**config.mk**
```make
export PLATFORM = sky130hd
export DESIGN_NAME = art_timer
export DESIGN_NICKNAME = d
export VERILOG_FILES = /design/src/verilog/art_pkg.sv /design/src/verilog/art_sync.sv /design/src/verilog/art_timer.sv
export SDC_FILE = /design/constraint.sdc
export NUM_CORES = 1
export LEC_CHECK = 0
export BUFFER_PORTS_ARGS = -buffer_cell sky130_fd_sc_hd__clkbuf_2
export CAP_MARGIN = 15
export CORE_MARGIN = 2
export CORE_UTILIZATION = 59
export CTS_CLUSTER_SIZE = 20
export DETAILED_ROUTE_END_ITERATION = 8
export GPL_ROUTABILITY_DRIVEN = 0
export PLACE_DENSITY = 0.95
export SETUP_SLACK_MARGIN = 0.5
export SYNTH_ARGS = -nofsm -noshare
export SYNTH_HDL_FRONTEND = slang
export SYNTH_HIERARCHICAL = 1
export SYNTH_SLANG_ARGS = --single-unit
```
**constraint.sdc**
```tcl
create_clock -name i_ref_clk -period 3.4 [get_ports i_ref_clk]
set_clock_uncertainty 0.05 [all_clocks]
set_input_delay 0.17 -clock i_ref_clk [delete_from_list [all_inputs] [get_ports i_ref_clk]]
set_output_delay 0.17 -clock i_ref_clk [all_outputs]
set_load 0.05 [all_outputs]
```
**src/verilog/art_pkg.sv**
```systemverilog
// Purpose: shared constants and types of the auto-reload timer
// Assumes: 32-bit classic bus slave, byte addresses, 8-bit data in [7:0]
// Notes: the list below states the block's contract in short form
//
// Contract
// [RULE_01] count is two bytes forming 16 bits
// [RULE_02] split clear: 16-bit wrap reloads, sets high flag
// [RULE_03] every 16-bit overflow interrupts when enabled
// [RULE_04] 16-bit mode: low wrap interrupts with enable
// [RULE_05] split set: two independent 8-bit reload counters
// [RULE_06] split mode: run gates only high byte
// [RULE_07] per-byte clock select, external source codes
// [RULE_08] rtc/8 and comparator synchronised before use
// [RULE_09] split mode: each byte wrap sets flag
// [RULE_10] split mode: interrupt on high, low optional
// [RULE_11] flags never cleared by hardware
// [RULE_12] software checks both flags for source
// [RULE_13] capture enable bit enters capture mode
// [RULE_14] software uses 16-bit mode for capture
// [RULE_15] capture trigger: comparator edge or rtc/8
// [RULE_16] capture copies count to reload, sets flag
// [RULE_17] count clock should outpace capture clock
// [RULE_18] control register at 0xc8, fixed layout
// [RULE_19] byte wraps set flags in any mode
// [RULE_20] 16-bit mode counts on low clock, run gated
package art_pkg;

	// register byte addresses
	localparam logic [7:0] ART_ADR_CTRL = 8'hc8;
	localparam logic [7:0] ART_ADR_CNT_L = 8'hcc;
	localparam logic [7:0] ART_ADR_CNT_H = 8'hd0;
	localparam logic [7:0] ART_ADR_RLD_L = 8'hd4;
	localparam logic [7:0] ART_ADR_RLD_H = 8'hd8;
	localparam logic [7:0] ART_ADR_CLKC = 8'hdc;

	// reset values
	localparam logic [7:0] ART_CTRL_RST = 8'h00;
	localparam logic [7:0] ART_CLKC_RST = 8'h00;
	localparam logic [7:0] ART_BYTE_RST = 8'h00;

	// byte limits
	localparam logic [7:0] ART_BYTE_MAX = 8'hff;
	localparam logic [7:0] ART_BYTE_ONE = 8'h01;

	// system clock divided by 12: enable every twelfth cycle
	localparam int ART_DIV12 = 12;
	localparam logic [3:0] ART_DIV12_TOP = 4'(ART_DIV12 - 1);
	// real-time clock divided by 8
	localparam int ART_RTC_DIV = 8;
	localparam logic [2:0] ART_RTC_TOP = 3'(ART_RTC_DIV - 1);

	// external clock select codes
	typedef enum logic [1:0] {
		ART_XCLK_SYS12 = 2'b00,
		ART_XCLK_RTC8 = 2'b01,
		ART_XCLK_RSVD = 2'b10,
		ART_XCLK_CMP0 = 2'b11
	} art_xclk_e;

	// control register layout, bit 7 down to bit 0
	typedef struct packed {
		logic high_overflow_flag;
		logic low_overflow_flag;
		logic low_overflow_irq_enable;
		logic capture_enable_bit;
		logic split_mode_bit;
		logic run_control_bit;
		logic [1:0] external_clock_select;
	} art_ctrl_s;

	// clock control register layout, bit 7 down to bit 0
	typedef struct packed {
		logic timer_irq_enable;
		logic [4:0] unused;
		logic high_byte_clock_select;
		logic low_byte_clock_select;
	} art_clkc_s;

	// flag set events of both bytes travelling together
	typedef struct packed {
		logic low;
		logic high;
	} art_pair_s;

endpackage

```
**src/verilog/art_sync.sv**
```systemverilog
// Purpose: two-flop synchroniser for the asynchronous timer inputs
// Assumes: inputs are slow against the reference clock
// Notes: only the second stage leaves this module
`timescale 1ns/1ps
module art_sync import art_pkg::*; (
	input wire logic i_ref_clk,
	input wire logic i_rst_b,
	input wire logic [1:0] i_async,
	output logic [1:0] o_sync
);

	logic [1:0] meta_r;
	logic [1:0] sync_r;

	// first stage feeds the second stage and nothing else
	always_ff @(posedge i_ref_clk) begin
		if (!i_rst_b) begin
			meta_r <= 2'h0;
			sync_r <= 2'h0;
		end else begin
			meta_r <= i_async;
			sync_r <= meta_r;
		end
	end

	assign o_sync = sync_r;

endmodule

```
**src/verilog/art_timer.sv**
```systemverilog
// Purpose: 16-bit auto-reload timer with split and capture modes
// Assumes: classic single-cycle bus master, one clock
// Notes: all registers are 8 bits wide in data lane 0
//
// The register addresses and the Wishbone slave port are this design's own decisions.
`timescale 1ns/1ps
module art_timer import art_pkg::*; (
	input wire logic i_ref_clk,
	input wire logic i_rst_b,
	input wire logic i_wb_cyc,
	input wire logic i_wb_stb,
	input wire logic i_wb_we,
	input wire logic [7:0] i_wb_adr,
	input wire logic [31:0] i_wb_dat,
	input wire logic [3:0] i_wb_sel,
	input wire logic i_rtc_clk,
	input wire logic i_cmp0,
	output logic o_wb_ack,
	output logic [31:0] o_wb_dat,
	output logic o_irq
);

	// address match, used by both read and write decode
	function automatic logic art_hit(
		input logic [7:0] adr,
		input logic [7:0] reg_adr
	);
		art_hit = (adr[7:2] == reg_adr[7:2]);
	endfunction

	// register state
	art_ctrl_s ctrl_r;
	art_clkc_s clkc_r;
	logic [7:0] cnt_l_r;
	logic [7:0] cnt_h_r;
	logic [7:0] rld_l_r;
	logic [7:0] rld_h_r;

	// bus state
	logic ack_r;
	logic [31:0] rdat_r;

	// source conditioning state
	logic [1:0] sync_w;
	logic [1:0] prev_r;
	logic [2:0] rtc_div_r;
	logic [3:0] div12_r;

	// next values
	logic [7:0] cnt_l_nxt;
	logic [7:0] cnt_h_nxt;
	art_pair_s set_w;

	// bus decode
	wire req_w = i_wb_cyc & i_wb_stb & ~ack_r;
	wire wr_w = req_w & i_wb_we & i_wb_sel[0];
	wire [7:0] wdat_w = i_wb_dat[7:0];
	wire wr_ctrl_w = wr_w & art_hit(i_wb_adr, ART_ADR_CTRL);
	wire wr_cnt_l_w = wr_w & art_hit(i_wb_adr, ART_ADR_CNT_L);
	wire wr_cnt_h_w = wr_w & art_hit(i_wb_adr, ART_ADR_CNT_H);
	wire wr_rld_l_w = wr_w & art_hit(i_wb_adr, ART_ADR_RLD_L);
	wire wr_rld_h_w = wr_w & art_hit(i_wb_adr, ART_ADR_RLD_H);
	wire wr_clkc_w = wr_w & art_hit(i_wb_adr, ART_ADR_CLKC);
	wire art_ctrl_s wctrl_w = art_ctrl_s'(wdat_w);
	wire art_clkc_s wclkc_w = art_clkc_s'(wdat_w);

	// read selection; unmapped words read as zero
	wire [7:0] rsel_w =
		art_hit(i_wb_adr, ART_ADR_CTRL) ? 8'(ctrl_r) :
		art_hit(i_wb_adr, ART_ADR_CNT_L) ? cnt_l_r :
		art_hit(i_wb_adr, ART_ADR_CNT_H) ? cnt_h_r :
		art_hit(i_wb_adr, ART_ADR_RLD_L) ? rld_l_r :
		art_hit(i_wb_adr, ART_ADR_RLD_H) ? rld_h_r :
		art_hit(i_wb_adr, ART_ADR_CLKC) ? 8'(clkc_r) :
		8'h00;

	// ack one cycle after the request, dropped the cycle after
	always_ff @(posedge i_ref_clk) begin
		if (!i_rst_b) begin
			ack_r <= 1'b0;
			rdat_r <= 32'h0000_0000;
		end else begin
			ack_r <= req_w;
			if (req_w) begin
				rdat_r <= {24'h00_0000, rsel_w};
			end
		end
	end

	assign o_wb_ack = ack_r;
	assign o_wb_dat = rdat_r;

	// pins from outside the clock domain
	art_sync u_sync (
		.i_ref_clk(i_ref_clk),
		.i_rst_b(i_rst_b),
		.i_async({i_cmp0, i_rtc_clk}),
		.o_sync(sync_w)
	); // see [RULE_08]

	// edge history taken from the second synchroniser stage
	always_ff @(posedge i_ref_clk) begin
		if (!i_rst_b) begin
			prev_r <= 2'h0;
		end else begin
			prev_r <= sync_w;
		end
	end

	wire rtc_rise_w = sync_w[0] & ~prev_r[0];
	wire cmp_rise_w = sync_w[1] & ~prev_r[1];

	// real-time clock divided by 8, counted in the system domain
	always_ff @(posedge i_ref_clk) begin
		if (!i_rst_b) begin
			rtc_div_r <= 3'h0;
		end else if (rtc_rise_w) begin
			rtc_div_r <= rtc_div_r + 3'h1;
		end
	end

	wire rtc8_w = rtc_rise_w & (rtc_div_r == ART_RTC_TOP); // see [RULE_08]

	// system clock divided by 12 as a one-cycle enable
	always_ff @(posedge i_ref_clk) begin
		if (!i_rst_b) begin
			div12_r <= 4'h0;
		end else if (div12_r == ART_DIV12_TOP) begin
			div12_r <= 4'h0;
		end else begin
			div12_r <= div12_r + 4'h1;
		end
	end

	wire sys12_w = (div12_r == ART_DIV12_TOP);

	// external source; the reserved code never ticks
	wire ext_tick_w =
		(ctrl_r.external_clock_select == ART_XCLK_SYS12) ? sys12_w :
		(ctrl_r.external_clock_select == ART_XCLK_RTC8) ? rtc8_w :
		(ctrl_r.external_clock_select == ART_XCLK_CMP0) ? cmp_rise_w :
		1'b0; // see [RULE_07]

	// per-byte tick: system clock when the select bit is one
	wire tick_l_w = clkc_r.low_byte_clock_select | ext_tick_w; // see [RULE_07]
	wire tick_h_w = clkc_r.high_byte_clock_select | ext_tick_w; // see [RULE_07]

	// capture trigger: upper select bit picks comparator, else rtc/8
	wire cap_w = ctrl_r.capture_enable_bit &
		(ctrl_r.external_clock_select[1] ? cmp_rise_w : rtc8_w);
	// see [RULE_13] [RULE_15]

	wire low_max_w = (cnt_l_r == ART_BYTE_MAX);
	wire high_max_w = (cnt_h_r == ART_BYTE_MAX);

	// counting and wrap detection
	always_comb begin
		cnt_l_nxt = cnt_l_r;
		cnt_h_nxt = cnt_h_r;
		set_w = '0;
		if (!ctrl_r.split_mode_bit) begin
			// one 16-bit counter on the low clock, gated by run
			if (ctrl_r.run_control_bit && tick_l_w) begin // see [RULE_20]
				if (low_max_w) begin
					set_w.low = 1'b1; // see [RULE_19]
					if (high_max_w) begin
						// full wrap loads both reload bytes
						cnt_l_nxt = rld_l_r; // see [RULE_02]
						cnt_h_nxt = rld_h_r; // see [RULE_01]
						set_w.high = 1'b1; // see [RULE_02]
					end else begin
						cnt_l_nxt = ART_BYTE_RST;
						cnt_h_nxt = cnt_h_r + ART_BYTE_ONE; // see [RULE_01]
					end
				end else begin
					cnt_l_nxt = cnt_l_r + ART_BYTE_ONE;
				end
			end
		end else begin
			// low byte runs regardless of run control
			if (tick_l_w) begin // see [RULE_06]
				if (low_max_w) begin
					cnt_l_nxt = rld_l_r; // see [RULE_05]
					set_w.low = 1'b1; // see [RULE_09]
				end else begin
					cnt_l_nxt = cnt_l_r + ART_BYTE_ONE;
				end
			end
			// high byte is the only one gated by run control
			if (ctrl_r.run_control_bit && tick_h_w) begin // see [RULE_06]
				if (high_max_w) begin
					cnt_h_nxt = rld_h_r; // see [RULE_05]
					set_w.high = 1'b1; // see [RULE_09] [RULE_19]
				end else begin
					cnt_h_nxt = cnt_h_r + ART_BYTE_ONE;
				end
			end
		end
		// a capture event also raises the high flag
		if (cap_w) begin
			set_w.high = 1'b1; // see [RULE_16]
		end
	end

	// count bytes; a software write replaces the step
	always_ff @(posedge i_ref_clk) begin
		if (!i_rst_b) begin
			cnt_l_r <= ART_BYTE_RST;
			cnt_h_r <= ART_BYTE_RST;
		end else begin
			cnt_l_r <= wr_cnt_l_w ? wdat_w : cnt_l_nxt;
			cnt_h_r <= wr_cnt_h_w ? wdat_w : cnt_h_nxt;
		end
	end

	// reload bytes; capture wins over a same-cycle write so that
	// a measurement is never lost to software
	always_ff @(posedge i_ref_clk) begin
		if (!i_rst_b) begin
			rld_l_r <= ART_BYTE_RST;
			rld_h_r <= ART_BYTE_RST;
		end else if (cap_w) begin
			rld_l_r <= cnt_l_r; // see [RULE_16]
			rld_h_r <= cnt_h_r; // see [RULE_16]
		end else begin
			if (wr_rld_l_w) begin
				rld_l_r <= wdat_w;
			end
			if (wr_rld_h_w) begin
				rld_h_r <= wdat_w;
			end
		end
	end

	// flag next values: hardware set wins over software clear,
	// and hardware itself never clears them
	wire tf_h_nxt = set_w.high |
		(wr_ctrl_w ? wctrl_w.high_overflow_flag :
		ctrl_r.high_overflow_flag); // see [RULE_11]
	wire tf_l_nxt = set_w.low |
		(wr_ctrl_w ? wctrl_w.low_overflow_flag :
		ctrl_r.low_overflow_flag); // see [RULE_11]

	// control register
	always_ff @(posedge i_ref_clk) begin
		if (!i_rst_b) begin
			ctrl_r <= art_ctrl_s'(ART_CTRL_RST);
		end else begin
			ctrl_r.high_overflow_flag <= tf_h_nxt;
			ctrl_r.low_overflow_flag <= tf_l_nxt;
			if (wr_ctrl_w) begin // see [RULE_18]
				ctrl_r.low_overflow_irq_enable <=
					wctrl_w.low_overflow_irq_enable;
				ctrl_r.capture_enable_bit <=
					wctrl_w.capture_enable_bit; // see [RULE_13]
				ctrl_r.split_mode_bit <= wctrl_w.split_mode_bit;
				ctrl_r.run_control_bit <= wctrl_w.run_control_bit;
				ctrl_r.external_clock_select <=
					wctrl_w.external_clock_select;
			end
		end
	end

	// clock control register; unused bits stay zero
	always_ff @(posedge i_ref_clk) begin
		if (!i_rst_b) begin
			clkc_r <= art_clkc_s'(ART_CLKC_RST);
		end else if (wr_clkc_w) begin
			clkc_r.timer_irq_enable <= wclkc_w.timer_irq_enable;
			clkc_r.high_byte_clock_select <=
				wclkc_w.high_byte_clock_select;
			clkc_r.low_byte_clock_select <=
				wclkc_w.low_byte_clock_select;
		end
	end

	// request level under the timer enable: high flag always, low flag only when enabled;
	// the same gating serves both modes
	assign o_irq = clkc_r.timer_irq_enable &
		(ctrl_r.high_overflow_flag |
		(ctrl_r.low_overflow_irq_enable &
		ctrl_r.low_overflow_flag)); // see [RULE_03] [RULE_04] [RULE_10]

endmodule
```
==> results by stage <==
Status:
- The flow ran to the end, and the final reports show no timing, DRC or antenna violations.

Drt:
- The number of routed nets with antenna violations is 0.
- In the routed layout, each cell is associated on average with a via count of 6.63.
- The routed design has 9.84 mm of wire.
- Before antenna repair, the detailed router went through 6 iterations.
- The routed wirelength normalized by instance count is 18.2 um.
- After detailed routing, the number of remaining DRC violations is 0.
- The number of violations reported at the end of detailed-routing iteration 0 is 391.
- The total via count in the routed design is 3578.

Global routing:
- The combined global-route utilization of all metal layers is 0.278.
- The via count of the first global-routing pass came to 3283.
- Entering global routing, the biggest net connects 44 pins.
- For this run the aggregate overflow at the end of global routing stands at 0.
- The global-route wire length before repair is 15.9 mm.
- The initial antenna violation count is 0.

Floorplan:
- The height of the die is 84.8 um.
- The total area inside the core boundary comes to 6310 um2.
- The die span in x is 84.8 um.
- The die footprint is 7190 um2.
- The initial core utilization is 0.610.
- The floorplan has 29 rows.
- The number of top-level pins is 85.

Setup path:
- The category of the worst setup path capture point is a flop.
- Data on the critical path is required at its endpoint by 3.58 ns.
- The endpoint identified for the worst register-to-register timing path is cnt_l_r[5].
- The worst setup path is launched from a flop.
- For the worst flop-to-flop path, the logic depth is 7.
- The data arrival time at the worst-slack endpoint is 2.54 ns.
- The launching point of the worst reg2reg path is rtc_div_r[0].
- For flop-to-flop paths, the worst setup slack is 1.04 ns.
- In this run the worst path has a maximum fanout of 7.
- The critical path class is flop to flop.

Clocking:
- Clock-pin slew was measured on the worst setup and hold paths at 0.07 ns.
- The tree is rooted in a clkbuf_8.
- The longest clock path from root to sink contains 2 buffers.
- The cts-stage hold buffer count is 2.
- The count of cells resized by post-cts repair is 0.
- The total clock buffers created by CTS is 9.
- The later pin in the worst-skew pair is clocked with a latency of 0.35 ns.
- The number of buffers inserted to repair setup after CTS is 0.
- The clock drives 65 sinks.
- The TritonCTS clock tree is built.
- The count of H-tree levels built during CTS is 3.

STA:
- Derived from the worst setup path, the maximum achievable clock frequency is 0.424 GHz.
- The count of endpoints failing hold in the final timing report was 0.
- The worst path needs 2.36 ns of the cycle, external delays included.
- Setup repair after global routing left no endpoint under its margin.
- The number of pins exceeding their max-slew limit in the final report was 0.
- Dividing the final minimum period by the clock period gives 0.694.
- For the pin with the worst max-slew slack, the measured transition is 0.936 ns.
- The final-report setup violation count is 0.
- Adding up every negative setup slack in the final design gives 0 ns.
- The relative max-transition margin is 0.370.

Min path:
- The path with the worst hold slack has its endpoint at cnt_l_r[3].
- The path class of the tightest hold or removal check is primary input to flop.
- The worst hold path was traced through 3 stages.
- The startpoint identified for the worst hold timing path is i_wb_dat[3].

Pwr:
- The share of total power dissipated in the clock network is 0.381.
- The largest voltage drop on the vdd net is 0.280 mV.
- Of the total power, the share spent switching nets is 0.281.
- The proportion of power drawn by combinational gates is 0.115.
- Power spread over the standard cell area amounts to 375 nW/um2.
- The internal power of the cells totals 1.11 mW.
- The power share of the sequential group is 0.505.
- In this run the static leakage power is 1.54 nW.
- Summed over all nets, the switching power comes to 0.434 mW.

Synthesis:
- The fraction of registers with async set or reset after synthesis is 0.
- The most used flip-flop cell after synthesis is dfxtp_1.
- In this run, distinct cell masters in the synthesized netlist total 73.
- The post-synthesis average cell area is 8.81 um2.
- The most used standard cell by instance count after synthesis is dfxtp_1.
- The total number of yosys warnings is 6.
- The number of flip-flops and latches in the synthesized netlist is 65.
- The share of synthesized area in the top cell type comes to 0.338.
- The dominant cell type by area after synthesis is dfxtp_1.
- Synthesis produced 437 cells.
- Ranked by total cell area, the synthesized netlist is headed by dfxtp_1, mux2i_1, nor2_1.
- In this run the cell area of the synthesized design comes to 3850 um2.
- In the synthesized netlist, the cells that appear most often are dfxtp_1, nor2_1, mux2i_1, nand2_1, buf_4.
- The register area share after synthesis is 0.338.
- The number of synthesized flops with an enable pin is 0.

Flow run:
- The number of max-cap violations is 0.

Cells and area:
- The area growth from synthesis to layout is 7.12%.
- The final net count is 514.
- The proportion of layout cells with a drive suffix above 1 is 0.149.
- The post-route standard cell area excluding fillers is 4120 um2.
- The number of antenna diodes in the final layout is 0.

Place:
- The half-perimeter wire length of the detailed placement result is 6.83 mm.
- After detailed placement, the total cell area comes to 3930 um2.
- The count of buffers from port buffering is 31.
## final cells by class
type / count / area [um2]
flip-flops and latches: 65 / 1300
inverters: 10 / 37.5
multi-input cells: 336 / 2320
clock buffers: 13 / 159
fillers: 490 / 2190
well taps: 77 / 96.3
clock inverters: 3 / 15.0
repair buffers: 36 / 198
## power groups by stage
stage | Combinational, mW | Sequential (mW) | Clock, mW
after detailed placement | 0.174 | 0.799 | 0
after global routing | 0.187 | 0.783 | 0.630
after CTS | 0.176 | 0.782 | 0.597
after floorplan | 0.134 | 0.819 | 0
after global placement | 0.171 | 0.798 | 0
final | 0.177 | 0.781 | 0.590
## registers in the layout, indices dropped and copies added (netlist names)
name,flops
ctrl_r,8
clkc_r,3
o_wb_ack,1
u_sync/o_sync,2
rld_h_r,8
prev_r,2
rtc_div_r,3
rld_l_r,8
cnt_h_r,8
o_wb_dat,8
u_sync/meta_r,2
cnt_l_r,8
div12_r,4
## per-stage QoR
stage,cells,util,power [mW],hold slack [ns],setup WS [ns]
2_1_floorplan,460,-,0.953,0.242,1.38
3_3_place_gp,522,0.622,0.969,0.327,1.16
3_5_place_dp,522,0.622,0.973,0.332,1.13
4_1_cts,540,0.653,1.55,0.0721,1.12
5_1_grt,540,0.653,1.60,0.0804,0.935
6_report,540,0.653,1.55,0.0893,1.04
## how the worst max path moves through the flow
stage | to | slack [ns] | depth (start not counted) | start
after floorplan | cnt_h_r[4] | 1.38 | 8 | cnt_l_r[0]
after global placement | cnt_l_r[5] | 1.16 | 7 | rtc_div_r[0]
after detailed placement | cnt_l_r[0] | 1.13 | 7 | rtc_div_r[0]
after CTS | cnt_l_r[0] | 1.12 | 7 | rtc_div_r[0]
after global routing | cnt_l_r[0] | 0.94 | 7 | rtc_div_r[0]
final | cnt_l_r[5] | 1.04 | 7 | rtc_div_r[0]
## cell families after synthesis
logic type / Yosys count / synth area share
AOI/OAI and AO/OA: 113 / 0.214
other: 1 / 0.000974
buffers and inverters: 59 / 0.0835
muxes: 41 / 0.118
DFF: 65 / 0.338
and+or+nand+nor: 146 / 0.214
adders and majority gates: 5 / 0.0162
xor gates and xnor gates: 7 / 0.0159
## routing by layer
metal | share of wire | GRT usage
met5 | 0 | 0
met4 | 0.038 | 0.143
met3 | 0.12 | 0.0649
met2 | 0.46 | 0.435
met1 | 0.37 | 0.359
## cell usage in the layout (no fill, tap or decap), drive strengths merged, types with 4 or more instances in the layout
cell,n
dfxtp,65
nor2,54
clkbuf,44
mux2i,34
nand2,28
conb,24
a211oi,21
o21ai,18
a21oi,14
nand3,12
a31oi,10
and2,9
inv,9
xnor2,5
a311oi,5
ha,5
nor4,5
nor2b,4
and4,4
o211ai,4
a22oi,4
a2bb2oi,4
a221oi,4
nor3b,4
nand4,4
mux2,4
clkinv,4
## worst max-delay path, stage by stage, from the launching register on
cell and delay (ns):
dfxtp_1 0.32, ha_1 0.20, ha_1 0.18, and4bb_1 0.24
o221ai_1 0.61, nand2_1 0.30, o211ai_1 0.23, o21ai_0 0.10
No activity file was read; power rests on OpenSTA's default activity.
